$ cat src/cpr_pkg.sv
// Purpose: constants and carriers for the command page register bank
// Assumes: one clock, byte-wide register access from the host interface logic
// Notes: offsets are low-nibble register numbers inside page 0
package cpr_pkg;

  // ==========================================================
  // address layout
  localparam int CPR_ADDR_W = 6;
  localparam int CPR_DATA_W = 8;
  localparam logic [1:0] CPR_PAGE_CMD = 2'h0;
  localparam logic [3:0] CPR_OFS_PAGE_SELECT = 4'h0;
  localparam logic [3:0] CPR_OFS_COMMAND = 4'h1;
  localparam logic [3:0] CPR_OFS_IRQ_ENABLE = 4'h2;
  localparam logic [3:0] CPR_OFS_STATUS = 4'hB;
  localparam logic [3:0] CPR_OFS_FLAG_FORCE = 4'hC;

  // ==========================================================
  // reset values
  localparam logic [7:0] CPR_RST_PAGE_SELECT = 8'h00;
  localparam logic [7:0] CPR_RST_COMMAND = 8'h20;
  localparam logic [7:0] CPR_RST_IRQ_ENABLE = 8'h80;

  // ==========================================================
  // field positions
  localparam int CPR_BIT_PAGE_OVERRIDE = 7;
  localparam int CPR_PAGE_NUM_HI = 1;
  localparam int CPR_BIT_RX_OFF = 5;
  localparam int CPR_BIT_SOFT_SLEEP = 4;
  localparam int CPR_CMD_HI = 3;
  localparam int CPR_BIT_IRQ_FLIP = 7;
  localparam int CPR_IRQ_SRC_N = 7;

  // ==========================================================
  // command codes this bank needs to know about
  localparam logic [3:0] CPR_CMD_IDLE = 4'h0;
  localparam logic [3:0] CPR_CMD_SELF_REINIT = 4'hF;

  // ==========================================================
  // carriers
  typedef struct packed {
    logic wr;
    logic rd;
    logic [5:0] latch_addr;
    logic [3:0] pin_addr;
    logic [7:0] wdata;
  } cpr_req_t;

  typedef struct packed {
    logic valid;
    logic hit;
    logic [7:0] data;
  } cpr_rsp_t;

endpackage : cpr_pkg

$ cat src/cpr_bank.sv
// Purpose: page 0 command register bank: page select, command/power, irq enable
// Assumes: host requests come from interface logic on the same clock
// Notes: one-cycle read latency; writes land at the edge that takes them
//
// How it works
// - r/w bits change only by host writes; internal logic just reads them.
// - dynamic bits accept host writes and internal updates alike.
// - read-only bits show internal status; host writes to them do nothing.
// - reads of a write-only register always return zero.
// - reserved bits and registers read back as zero.
// - with page override set, page number gives A5..A4, pins give low bits.
// - with page override clear, the address latch alone gives the address.
// - page number lives in bits 1..0, used only while override is set.
// - command bit 5 set switches the receiver analog section off.
// - writing 1 to soft sleep enters soft power-down.
// - writing 0 starts wake-up; bit reads 1 until wake-up completes.
// - soft sleep cannot be set while self reinit command runs.
// - writing the command field starts that command.
// - reading the command field shows the command now executing.
// - page select resets to 00h.
// - command register resets to 20h.
// - irq enable at 02h resets to 80h: polarity bit plus seven enables.
// - polarity bit set inverts the irq pin against the combined status.
// - each enable lets only its own request reach the irq pin.
`timescale 1ns/100ps

module cpr_bank
  import cpr_pkg::*;
(
  input wire logic clock,
  input wire logic resetn,
  input wire cpr_req_t host_req,
  output cpr_rsp_t host_rsp,
  output logic [5:0] reg_addr,
  output logic rx_analog_off,
  output logic soft_sleep,
  output logic cmd_start,
  output logic [3:0] cmd_code,
  input wire logic cmd_done,
  input wire logic wake_ready,
  input wire logic checksum_done_flag,
  input wire logic [6:0] irq_flags,
  output logic irq_pin,
  output logic flag_force_strobe,
  output logic [7:0] flag_force_data
);

  // ==========================================================
  // power state
  // waking is a state of its own so the read bit stays high after the sleep level drops
  typedef enum logic [2:0] {
    CPR_PWR_AWAKE = 3'b001,
    CPR_PWR_ASLEEP = 3'b010,
    CPR_PWR_WAKING = 3'b100
  } cpr_pwr_state_t;

  // ==========================================================
  // registers
  logic page_override_en;
  logic [1:0] page_number;
  cpr_pwr_state_t pwr_state;
  logic sleep_req;
  logic waking;
  logic [3:0] cmd_run;
  logic irq_polarity_flip;
  logic [6:0] irq_allow;
  logic [7:0] rd_data;
  logic rd_valid;
  logic rd_hit;
  logic irq_out;
  logic start_pulse;
  logic force_pulse;
  logic [7:0] force_data;

  // ==========================================================
  // address formation
  wire logic [5:0] eff_addr;
  wire logic [3:0] low_addr;
  wire logic [1:0] page_addr;

  // the pins supply the low nibble only while the override is on
  assign low_addr = page_override_en ? host_req.pin_addr : host_req.latch_addr[3:0];
  assign page_addr = page_override_en ? page_number : host_req.latch_addr[5:4];
  assign eff_addr = {page_addr, low_addr};
  assign reg_addr = eff_addr;

  // ==========================================================
  // decode
  wire logic in_page0;
  wire logic sel_page;
  wire logic sel_cmd;
  wire logic sel_ien;
  wire logic sel_status;
  wire logic sel_force;
  wire logic sel_any;

  assign in_page0 = eff_addr[5:4] == CPR_PAGE_CMD;
  // page select answers at offset 0 of every page, so software can always leave a page
  assign sel_page = low_addr == CPR_OFS_PAGE_SELECT;
  assign sel_cmd = in_page0 && (low_addr == CPR_OFS_COMMAND);
  assign sel_ien = in_page0 && (low_addr == CPR_OFS_IRQ_ENABLE);
  assign sel_status = in_page0 && (low_addr == CPR_OFS_STATUS);
  assign sel_force = in_page0 && (low_addr == CPR_OFS_FLAG_FORCE);
  assign sel_any = sel_page | sel_cmd | sel_ien | sel_status | sel_force;

  wire logic wr_page;
  wire logic wr_cmd;
  wire logic wr_ien;
  wire logic wr_force;

  assign wr_page = host_req.wr && sel_page;
  assign wr_cmd = host_req.wr && sel_cmd;
  assign wr_ien = host_req.wr && sel_ien;
  // status is read-only: no write strobe exists for it
  assign wr_force = host_req.wr && sel_force;

  // ==========================================================
  // command and power next values
  wire logic reinit_running;
  wire logic wr_sleep_bit;
  wire logic sleep_set_ok;
  cpr_pwr_state_t next_pwr_state;
  logic [3:0] next_cmd_run;

  assign reinit_running = cmd_run == CPR_CMD_SELF_REINIT;
  assign wr_sleep_bit = host_req.wdata[CPR_BIT_SOFT_SLEEP];
  // judged against the command already running, not the one being written
  assign sleep_set_ok = !reinit_running;

  always_comb begin
    next_pwr_state = pwr_state;
    case (pwr_state)
      CPR_PWR_AWAKE: begin
        if (wr_cmd && wr_sleep_bit && sleep_set_ok) begin
          next_pwr_state = CPR_PWR_ASLEEP;
        end
      end
      CPR_PWR_ASLEEP: begin
        if (wr_cmd && !wr_sleep_bit) begin
          // leaving power-down keeps the bit visible until the core is ready
          next_pwr_state = CPR_PWR_WAKING;
        end
      end
      CPR_PWR_WAKING: begin
        // a new sleep request beats a wake-up that completes in the same cycle
        if (wr_cmd && wr_sleep_bit && sleep_set_ok) begin
          next_pwr_state = CPR_PWR_ASLEEP;
        end else if (wake_ready) begin
          next_pwr_state = CPR_PWR_AWAKE;
        end
      end
      default: begin
        next_pwr_state = CPR_PWR_AWAKE;
      end
    endcase
  end

  assign sleep_req = pwr_state == CPR_PWR_ASLEEP;
  assign waking = pwr_state == CPR_PWR_WAKING;

  always_comb begin
    next_cmd_run = cmd_run;
    if (cmd_done) begin
      next_cmd_run = CPR_CMD_IDLE;
    end
    // a host write in the same cycle wins over the end of the old command
    if (wr_cmd) begin
      next_cmd_run = host_req.wdata[CPR_CMD_HI:0];
    end
  end

  // ==========================================================
  // read data
  wire logic [7:0] page_view;
  wire logic [7:0] cmd_view;
  wire logic [7:0] ien_view;
  wire logic [7:0] status_view;
  wire logic [7:0] rd_mux;

  assign page_view = {page_override_en, 5'h00, page_number};
  assign cmd_view = {2'h0, rx_analog_off, sleep_req | waking, cmd_run};
  assign ien_view = {irq_polarity_flip, irq_allow};
  assign status_view = {7'h00, checksum_done_flag};

  // force register is write-only; other page 0 offsets are reserved
  assign rd_mux = sel_page ? page_view :
                  sel_cmd ? cmd_view :
                  sel_ien ? ien_view :
                  sel_status ? status_view :
                  8'h00;

  // ==========================================================
  // interrupt pin
  wire logic irq_any;

  assign irq_any = |(irq_flags & irq_allow);

  // ==========================================================
  // host writable registers
  always_ff @(posedge clock or negedge resetn) begin
    if (!resetn) begin
      page_override_en <= CPR_RST_PAGE_SELECT[CPR_BIT_PAGE_OVERRIDE];
      page_number <= CPR_RST_PAGE_SELECT[CPR_PAGE_NUM_HI:0];
    end else if (wr_page) begin
      // reserved bits 6..2 are not stored whatever the host writes
      page_override_en <= host_req.wdata[CPR_BIT_PAGE_OVERRIDE];
      page_number <= host_req.wdata[CPR_PAGE_NUM_HI:0];
    end
  end

  always_ff @(posedge clock or negedge resetn) begin
    if (!resetn) begin
      rx_analog_off <= CPR_RST_COMMAND[CPR_BIT_RX_OFF];
    end else if (wr_cmd) begin
      rx_analog_off <= host_req.wdata[CPR_BIT_RX_OFF];
    end
  end

  // the reset state follows the sleep bit of the command reset value
  always_ff @(posedge clock or negedge resetn) begin
    if (!resetn) begin
      pwr_state <= CPR_RST_COMMAND[CPR_BIT_SOFT_SLEEP] ? CPR_PWR_ASLEEP : CPR_PWR_AWAKE;
    end else begin
      pwr_state <= next_pwr_state;
    end
  end

  always_ff @(posedge clock or negedge resetn) begin
    if (!resetn) begin
      cmd_run <= CPR_RST_COMMAND[CPR_CMD_HI:0];
    end else begin
      cmd_run <= next_cmd_run;
    end
  end

  always_ff @(posedge clock or negedge resetn) begin
    if (!resetn) begin
      irq_polarity_flip <= CPR_RST_IRQ_ENABLE[CPR_BIT_IRQ_FLIP];
      irq_allow <= CPR_RST_IRQ_ENABLE[CPR_IRQ_SRC_N-1:0];
    end else if (wr_ien) begin
      irq_polarity_flip <= host_req.wdata[CPR_BIT_IRQ_FLIP];
      irq_allow <= host_req.wdata[CPR_IRQ_SRC_N-1:0];
    end
  end

  // ==========================================================
  // pulses, read port and pin
  always_ff @(posedge clock or negedge resetn) begin
    if (!resetn) begin
      start_pulse <= 1'b0;
      force_pulse <= 1'b0;
    end else begin
      start_pulse <= wr_cmd;
      force_pulse <= wr_force;
    end
  end

  always_ff @(posedge clock or negedge resetn) begin
    if (!resetn) begin
      force_data <= 8'h00;
    end else if (wr_force) begin
      force_data <= host_req.wdata;
    end
  end

  always_ff @(posedge clock or negedge resetn) begin
    if (!resetn) begin
      rd_valid <= 1'b0;
      rd_hit <= 1'b0;
      rd_data <= 8'h00;
    end else begin
      rd_valid <= host_req.rd;
      rd_hit <= host_req.rd && sel_any;
      rd_data <= host_req.rd ? rd_mux : 8'h00;
    end
  end

  // the pin settles one cycle after a flag or enable change
  always_ff @(posedge clock or negedge resetn) begin
    if (!resetn) begin
      irq_out <= CPR_RST_IRQ_ENABLE[CPR_BIT_IRQ_FLIP];
    end else begin
      irq_out <= irq_any ^ irq_polarity_flip;
    end
  end

  // ==========================================================
  // outputs
  assign host_rsp.valid = rd_valid;
  assign host_rsp.hit = rd_hit;
  assign host_rsp.data = rd_data;
  assign soft_sleep = sleep_req;
  assign cmd_start = start_pulse;
  assign cmd_code = cmd_run;
  assign irq_pin = irq_out;
  assign flag_force_strobe = force_pulse;
  assign flag_force_data = force_data;

endmodule : cpr_bank

$ cat config.mk
export PLATFORM = sky130hd
export DESIGN_NAME = cpr_bank
export DESIGN_NICKNAME = d
export VERILOG_FILES = /design/src/cpr_pkg.sv /design/src/cpr_bank.sv
export SDC_FILE = /design/constraint.sdc
export NUM_CORES = 1
export LEC_CHECK = 0
export ABC_AREA = 1
export ABC_CLOCK_PERIOD_IN_PS = 5400
export BUFFER_PORTS_ARGS = -buffer_cell sky130_fd_sc_hd__clkbuf_2
export CAP_MARGIN = 20
export CORE_UTILIZATION = 50
export CTS_BUF_LIST = sky130_fd_sc_hd__clkbuf_8
export DETAILED_ROUTE_END_ITERATION = 6
export PLACE_DENSITY = 0.87
export SYNTH_ARGS = -nofsm -noshare
export SYNTH_HDL_FRONTEND = slang
export SYNTH_SLANG_ARGS = --single-unit
$ cat constraint.sdc
create_clock -name clock -period 5.4 [get_ports clock]
set_clock_uncertainty 0.2 [all_clocks]
set_input_delay 0.54 -clock clock [delete_from_list [all_inputs] [get_ports clock]]
set_output_delay 0.54 -clock clock [all_outputs]
set_load 0.02 [all_outputs]
# Word level (Yosys, flattened, before mapping)
# Cells that the tools add are included.
totals:
  regBits: 40
  elab_cells: 65
  in_bits: 32
  out_inout_bits: 33
op_classes:
  n_mux: 14
  bitwise: 7
  n_eq_ne: 11
  reduce_logical: 19
op_table:
  columns: ["cell", "n"]
  rows:
  - ["8-bit two-way mux", 4]
  - ["4-bit equality test (second input constant)", 3]
  - ["1-bit logical AND", 12]
  - ["3-bit two-way mux", 4]
  - ["4-bit two-way mux", 3]
  - ["3-bit one-hot mux with 3 select lines", 1]
  - ["7-bit AND", 1]
  - ["7-bit OR reduction", 1]
  - ["1-bit OR", 5]
  - ["4-bit by 1-bit equality test with 1-bit output (second input constant)", 1]
  - ["4-bit by 2-bit equality test with 1-bit output (second input constant)", 1]
  - ["4-bit zero test", 1]
  - ["3-bit by 1-bit equality test with 1-bit output (second input constant)", 1]
  - ["3-bit by 2-bit equality test with 1-bit output (second input constant)", 1]
  - ["3-bit equality test (second input constant)", 1]
  - ["3-bit by 2-bit != test with 1-bit output (second input constant)", 1]
  - ["3-bit AND reduction", 1]
  - ["1-bit zero test", 2]
  - ["2-bit zero test", 1]
  - ["2-bit two-way mux", 1]
  - ["2-bit by 1-bit != test with 1-bit output (second input constant)", 1]
  - ["2-bit != test (second input constant)", 1]
  - ["2-bit nonzero test", 1]
  - ["1-bit two-way mux", 1]
  - ["1-bit XOR", 1]

# Depth between registers and ports, before layout
logic_depth:
  ltp_word: 8
  ltp_mapped: 11
  mapped_depth_nobuf: 10

# Least setup slack after synthesis
# Ideal clock, no wire load.
synth_timing:
  path_type: "input port to flip-flop"
  from: "input port host_req[15] (netlist name)"
  to: "register force_data[2] (netlist: flag_force_data[2])"
  setup_ns: 0.119
  path_slack_ns: 3.498
  stages: 7
  arrival_ns: 1.583
  path_buffers: 1
  required_ns: 5.081
  path_cell_list: "inv_1 -> o21ai_1 -> nand3_2 -> nor2_4 -> buf_6 -> nand2_2 -> o21a_1"
synth_via:
  elab_chain_cells: 4
synth_lines:
  columns: ["element", "line_no", "source"]
  rows:
  - ["from (decl)", "cpr_bank.sv:32", "input wire cpr_req_t host_req,"]
  - ["4-bit two-way mux", "cpr_bank.sv:82", "assign low_addr = page_override_en ? host_req.pin_addr : host_req.latch_addr[3:0];"]
  - ["net reg_addr[3]", "cpr_bank.sv:34", "output logic [5:0] reg_addr,"]
  - ["4-bit equality test", "cpr_bank.sv:103", "assign sel_force = in_page0 && (low_addr == CPR_OFS_FLAG_FORCE);"]
  - ["1-bit logical AND", "cpr_bank.sv:103", null]
  - ["1-bit logical AND", "cpr_bank.sv:115", "assign wr_force = host_req.wr && sel_force;"]
  - ["net wr_force", "cpr_bank.sv:109", "wire logic wr_force;"]
  - ["to (signal assigned)", "cpr_bank.sv:262", "force_data <= host_req.wdata;"]
  - ["to (decl)", "cpr_bank.sv:73", "logic [7:0] force_data;"]
# The timed path passes the listed nets, and every way through them passes these cells.
# A chain may end at the register's enable or synchronous reset.

# Worst setup path in the final report
layout_timing:
  from: "register page_override_en"
  to: "output port reg_addr[1]"
layout_via:
  elab_chain_cells: 1
layout_lines:
  columns: ["element", "line_no", "source"]
  rows:
  - ["from (decl)", "cpr_bank.sv:59", "logic page_override_en;"]
  - ["from (signal assigned)", "cpr_bank.sv:202", "page_override_en <= CPR_RST_PAGE_SELECT[CPR_BIT_PAGE_OVERRIDE];"]
  - ["from (signal assigned)", "cpr_bank.sv:206", "page_override_en <= host_req.wdata[CPR_BIT_PAGE_OVERRIDE];"]
  - ["4-bit two-way mux", "cpr_bank.sv:82", null]
  - ["to (decl)", "cpr_bank.sv:34", null]
# Every way passes these cells.

==> flow_summary.json <==
{
  "antenna_cells_inserted": 0,
  "ctsResizeCount": 0,
  "nFillCells": 322,
  "drt_first_pass_iters": 4,
  "vias": 1729,
  "viasPerCell": 5.01,
  "end_kind": "output port",
  "start_util_pct": 53.8,
  "worstSetupPathType": "flop to output port",
  "regArea_um2": 1010,
  "die_x_um": 65.9,
  "hold_path.class": "input port to async pin",
  "p_comb_share_pct": 37.3,
  "worstPathArrival_ns": 1.54,
  "wl_per_cell_um": 12.5,
  "syn_to_final_growth_pct": 21.6,
  "switchingPower_uw": 458,
  "drc_errors": 0,
  "track_usage_pct": 22.8,
  "utilization_pct": 65.4,
  "setup_slack_ns": 3.12,
  "met1_usage_pct": 28.3,
  "synth_warnings": 0,
  "maxClockFrequency_mhz": 439,
  "use_met2_pct": 37.9,
  "synth_flop_cell": "dfrtp_1",
  "crit_path_start_kind": "flop",
  "cts_tree": "yes",
  "grt_pass1_wl_um": 7230,
  "synth_edf_count": 0,
  "tightestPinTransition_ns": 0.942,
  "gp_congestion": 0.848,
  "outcome": "finished clean",
  "antenna_found_initial": 0,
  "htreeDepth": 2,
  "clkPwrFrac_pct": 21.5,
  "wirelength_um": 4320,
  "async_flop_share_pct": 100,
  "multi_input_area_um2": 863,
  "avgSynthCellArea_um2": 8.84,
  "cp.required_ns": 4.66,
  "setup_viol": 0,
  "core_area_um2": 3800,
  "drt_iter0_drc": 95,
  "period_share_pct": 42.2,
  "gr-total-overflow": 0,
  "synthCells": 231,
  "numCtsBuffers": 5,
  "die_area_um2": 4340,
  "p_int_uw": 693,
  "cts-root-buf": "clkbuf_8",
  "path_clk_slew_ns": 0.08,
  "layout.nets": 328,
  "pin_count": 65,
  "cts_sinks": 40,
  "grt_pass1_vias": 1588,
  "cp_slowest_stage_delay_ns": 0.59,
  "fin_crit_ns": 2.28,
  "tns_ns": 0,
  "p_leak_nw": 1.34,
  "hpwl_um": 3370,
  "ir_drop_mv": 0.250,
  "die_h_um": 65.9,
  "clk_latency_ns": 0.30,
  "p_sw_share_pct": 39.8,
  "power_density_nw_per_um2": 463,
  "maxCapViolCount": 0,
  "max-clock-path-buffers": 2,
  "whs_ns": 0.172,
  "slew_headroom_pct": 37.2,
  "crit_path_max_fanout": 13,
  "finalMaxSlewViolations": 0,
  "worstPathCellList": "inv_2, nand2_2, nand2_4, inv_1, clkbuf_2",
  "ys_seq_elements": 40,
  "grt_max_degree": 41,
  "rsz0062_at_grt": "false",
  "p_seq_share_pct": 41.1,
  "hold_viol": 0,
  "preCtsSetupSlack_ns": 3.29,
  "rows": 22,
  "syn-num-nets": 263,
  "total_power_mw": 1.15,
  "slowest_stage": "dfrtp_1",
  "grt_use_met3_pct": 4.83,
  "syn-cell-area_um2": 2040,
  "grt-busiest-layer": "met2",
  "post_cts_buffers": 0,
  "portBuffers": 64,
  "hold_buffers": 0,
  "synth.distinct_cells": 31,
  "layout-drive-gt1-share_pct": 38.0,
  "ant_nets": 0,
  "seq_area_frac_synth_pct": 49.3
}
cells in the mapped netlist (2+ instances only):
library cell  number  share of area, %
clkinv_2           2              0.49
inv_1             28               5.1
buf_4              2              0.74
dfrtp_1           36                44
nor2_2             2              0.61
dfstp_2            4               5.1
nand4_1            2              0.61
nand2_4            7               3.9
o21ai_0            9               2.2
a31oi_1            2              0.61
o21ai_2            8               3.4
nand2_2           12               3.7
nand2_1           59                11
o21a_1             7               2.6
a21oi_1            6               1.5
buf_6              3               1.7
o21ai_1            7               1.7
nor3_1             2              0.49
nor2_1             9               1.7
nor2_8             2               2.0
nand3_1           12               2.9
power groups by stage:
stage / Clock, mW / Combinational [mW] / Sequential (mW)
floorplan: 0 / 0.285 / 0.502
global placement: 0 / 0.420 / 0.473
detailed placement: 0 / 0.433 / 0.477
CTS: 0.253 / 0.434 / 0.473
global route: 0.269 / 0.476 / 0.484
finish: 0.248 / 0.430 / 0.473
cell usage in the layout (no fill, tap or decap), drive strengths merged:
cell	Yosys	final
nand3	13	13
nor2	14	14
nand2	78	78
o211ai	1	1
xor2	1	1
a221oi	1	1
clkinvlp	0	1
clkinv	2	2
nor4	1	1
clkbuf	0	69
a31oi	2	2
a22o	1	1
nor3	2	2
nand4	3	3
o21a	7	7
bufinv	0	1
dfrtp	36	36
dfstp	4	4
inv	29	30
a21oi	6	6
o21ai	24	24
area by class of cell:
| type | instances | share of cell area [%] |
|---|---|---|
| inverters | 31 | 4.79 |
| multi-input cells | 154 | 34.8 |
| repair buffers | 64 | 12.9 |
| clock inverters | 3 | 1.86 |
| clock buffers | 5 | 2.77 |
| flip-flops and latches | 40 | 40.5 |
| well taps | 48 | 2.42 |
per-layer routing:
metal  up-vias  share of wire, %
li1        863                 -
met1       810                44
met2        48                50
met3         8               4.3
met4         0               1.7
met5         -                 0
worst max-delay path: cells and delay by family (launching register included):
kind	cells	cell delay (ns)
buf+inv	3	0.46
flops	1	0.59
simple gates	2	0.18
per-stage QoR:
step / instance area (µm²) / instances
2_1_floorplan: 2040 / 231
3_3_place_gp: 2370 / 337
3_5_place_dp: 2370 / 337
4_1_cts: 2480 / 345
5_1_grt: 2480 / 345
6_report: 2480 / 345
logic make-up (layout without fill, tap and decap cells):
group / after synthesis / in the layout / synth area share, %
simple gates: 111 / 111 / 28.6
compound gates: 42 / 42 / 13.2
flops: 40 / 40 / 49.3
buf+inv: 37 / 103 / 8.46
xor+xnor: 1 / 1 / 0.429
sequential cells by signal, summed over array words and instances (netlist names):
signal	count
flag_force_strobe	1
irq_allow	7
pwr_state	3
irq_polarity_flip	1
cmd_code	4
page_override_en	1
flag_force_data	8
rd_valid	1
page_number	2
rd_hit	1
rx_analog_off	1
cmd_start	1
irq_pin	1
rd_data	8
path summary, 6_finish.rpt:
check                           cells after the start                from  slack [ns]            endpoint
worst max-delay path                                5    page_override_en        3.12         reg_addr[1]
worst min-delay path                                1              resetn        0.17        irq_allow[5]
worst max register to register                      9    page_override_en        3.26          rd_data[0]
worst min register to register                      1  flag_force_data[0]        0.31  flag_force_data[0]
max in group asynchronous                           1              resetn        4.25    page_override_en
min in group clock                                  1        host_req[18]        0.21            rd_valid
Power figures use the tool's default switching activity.
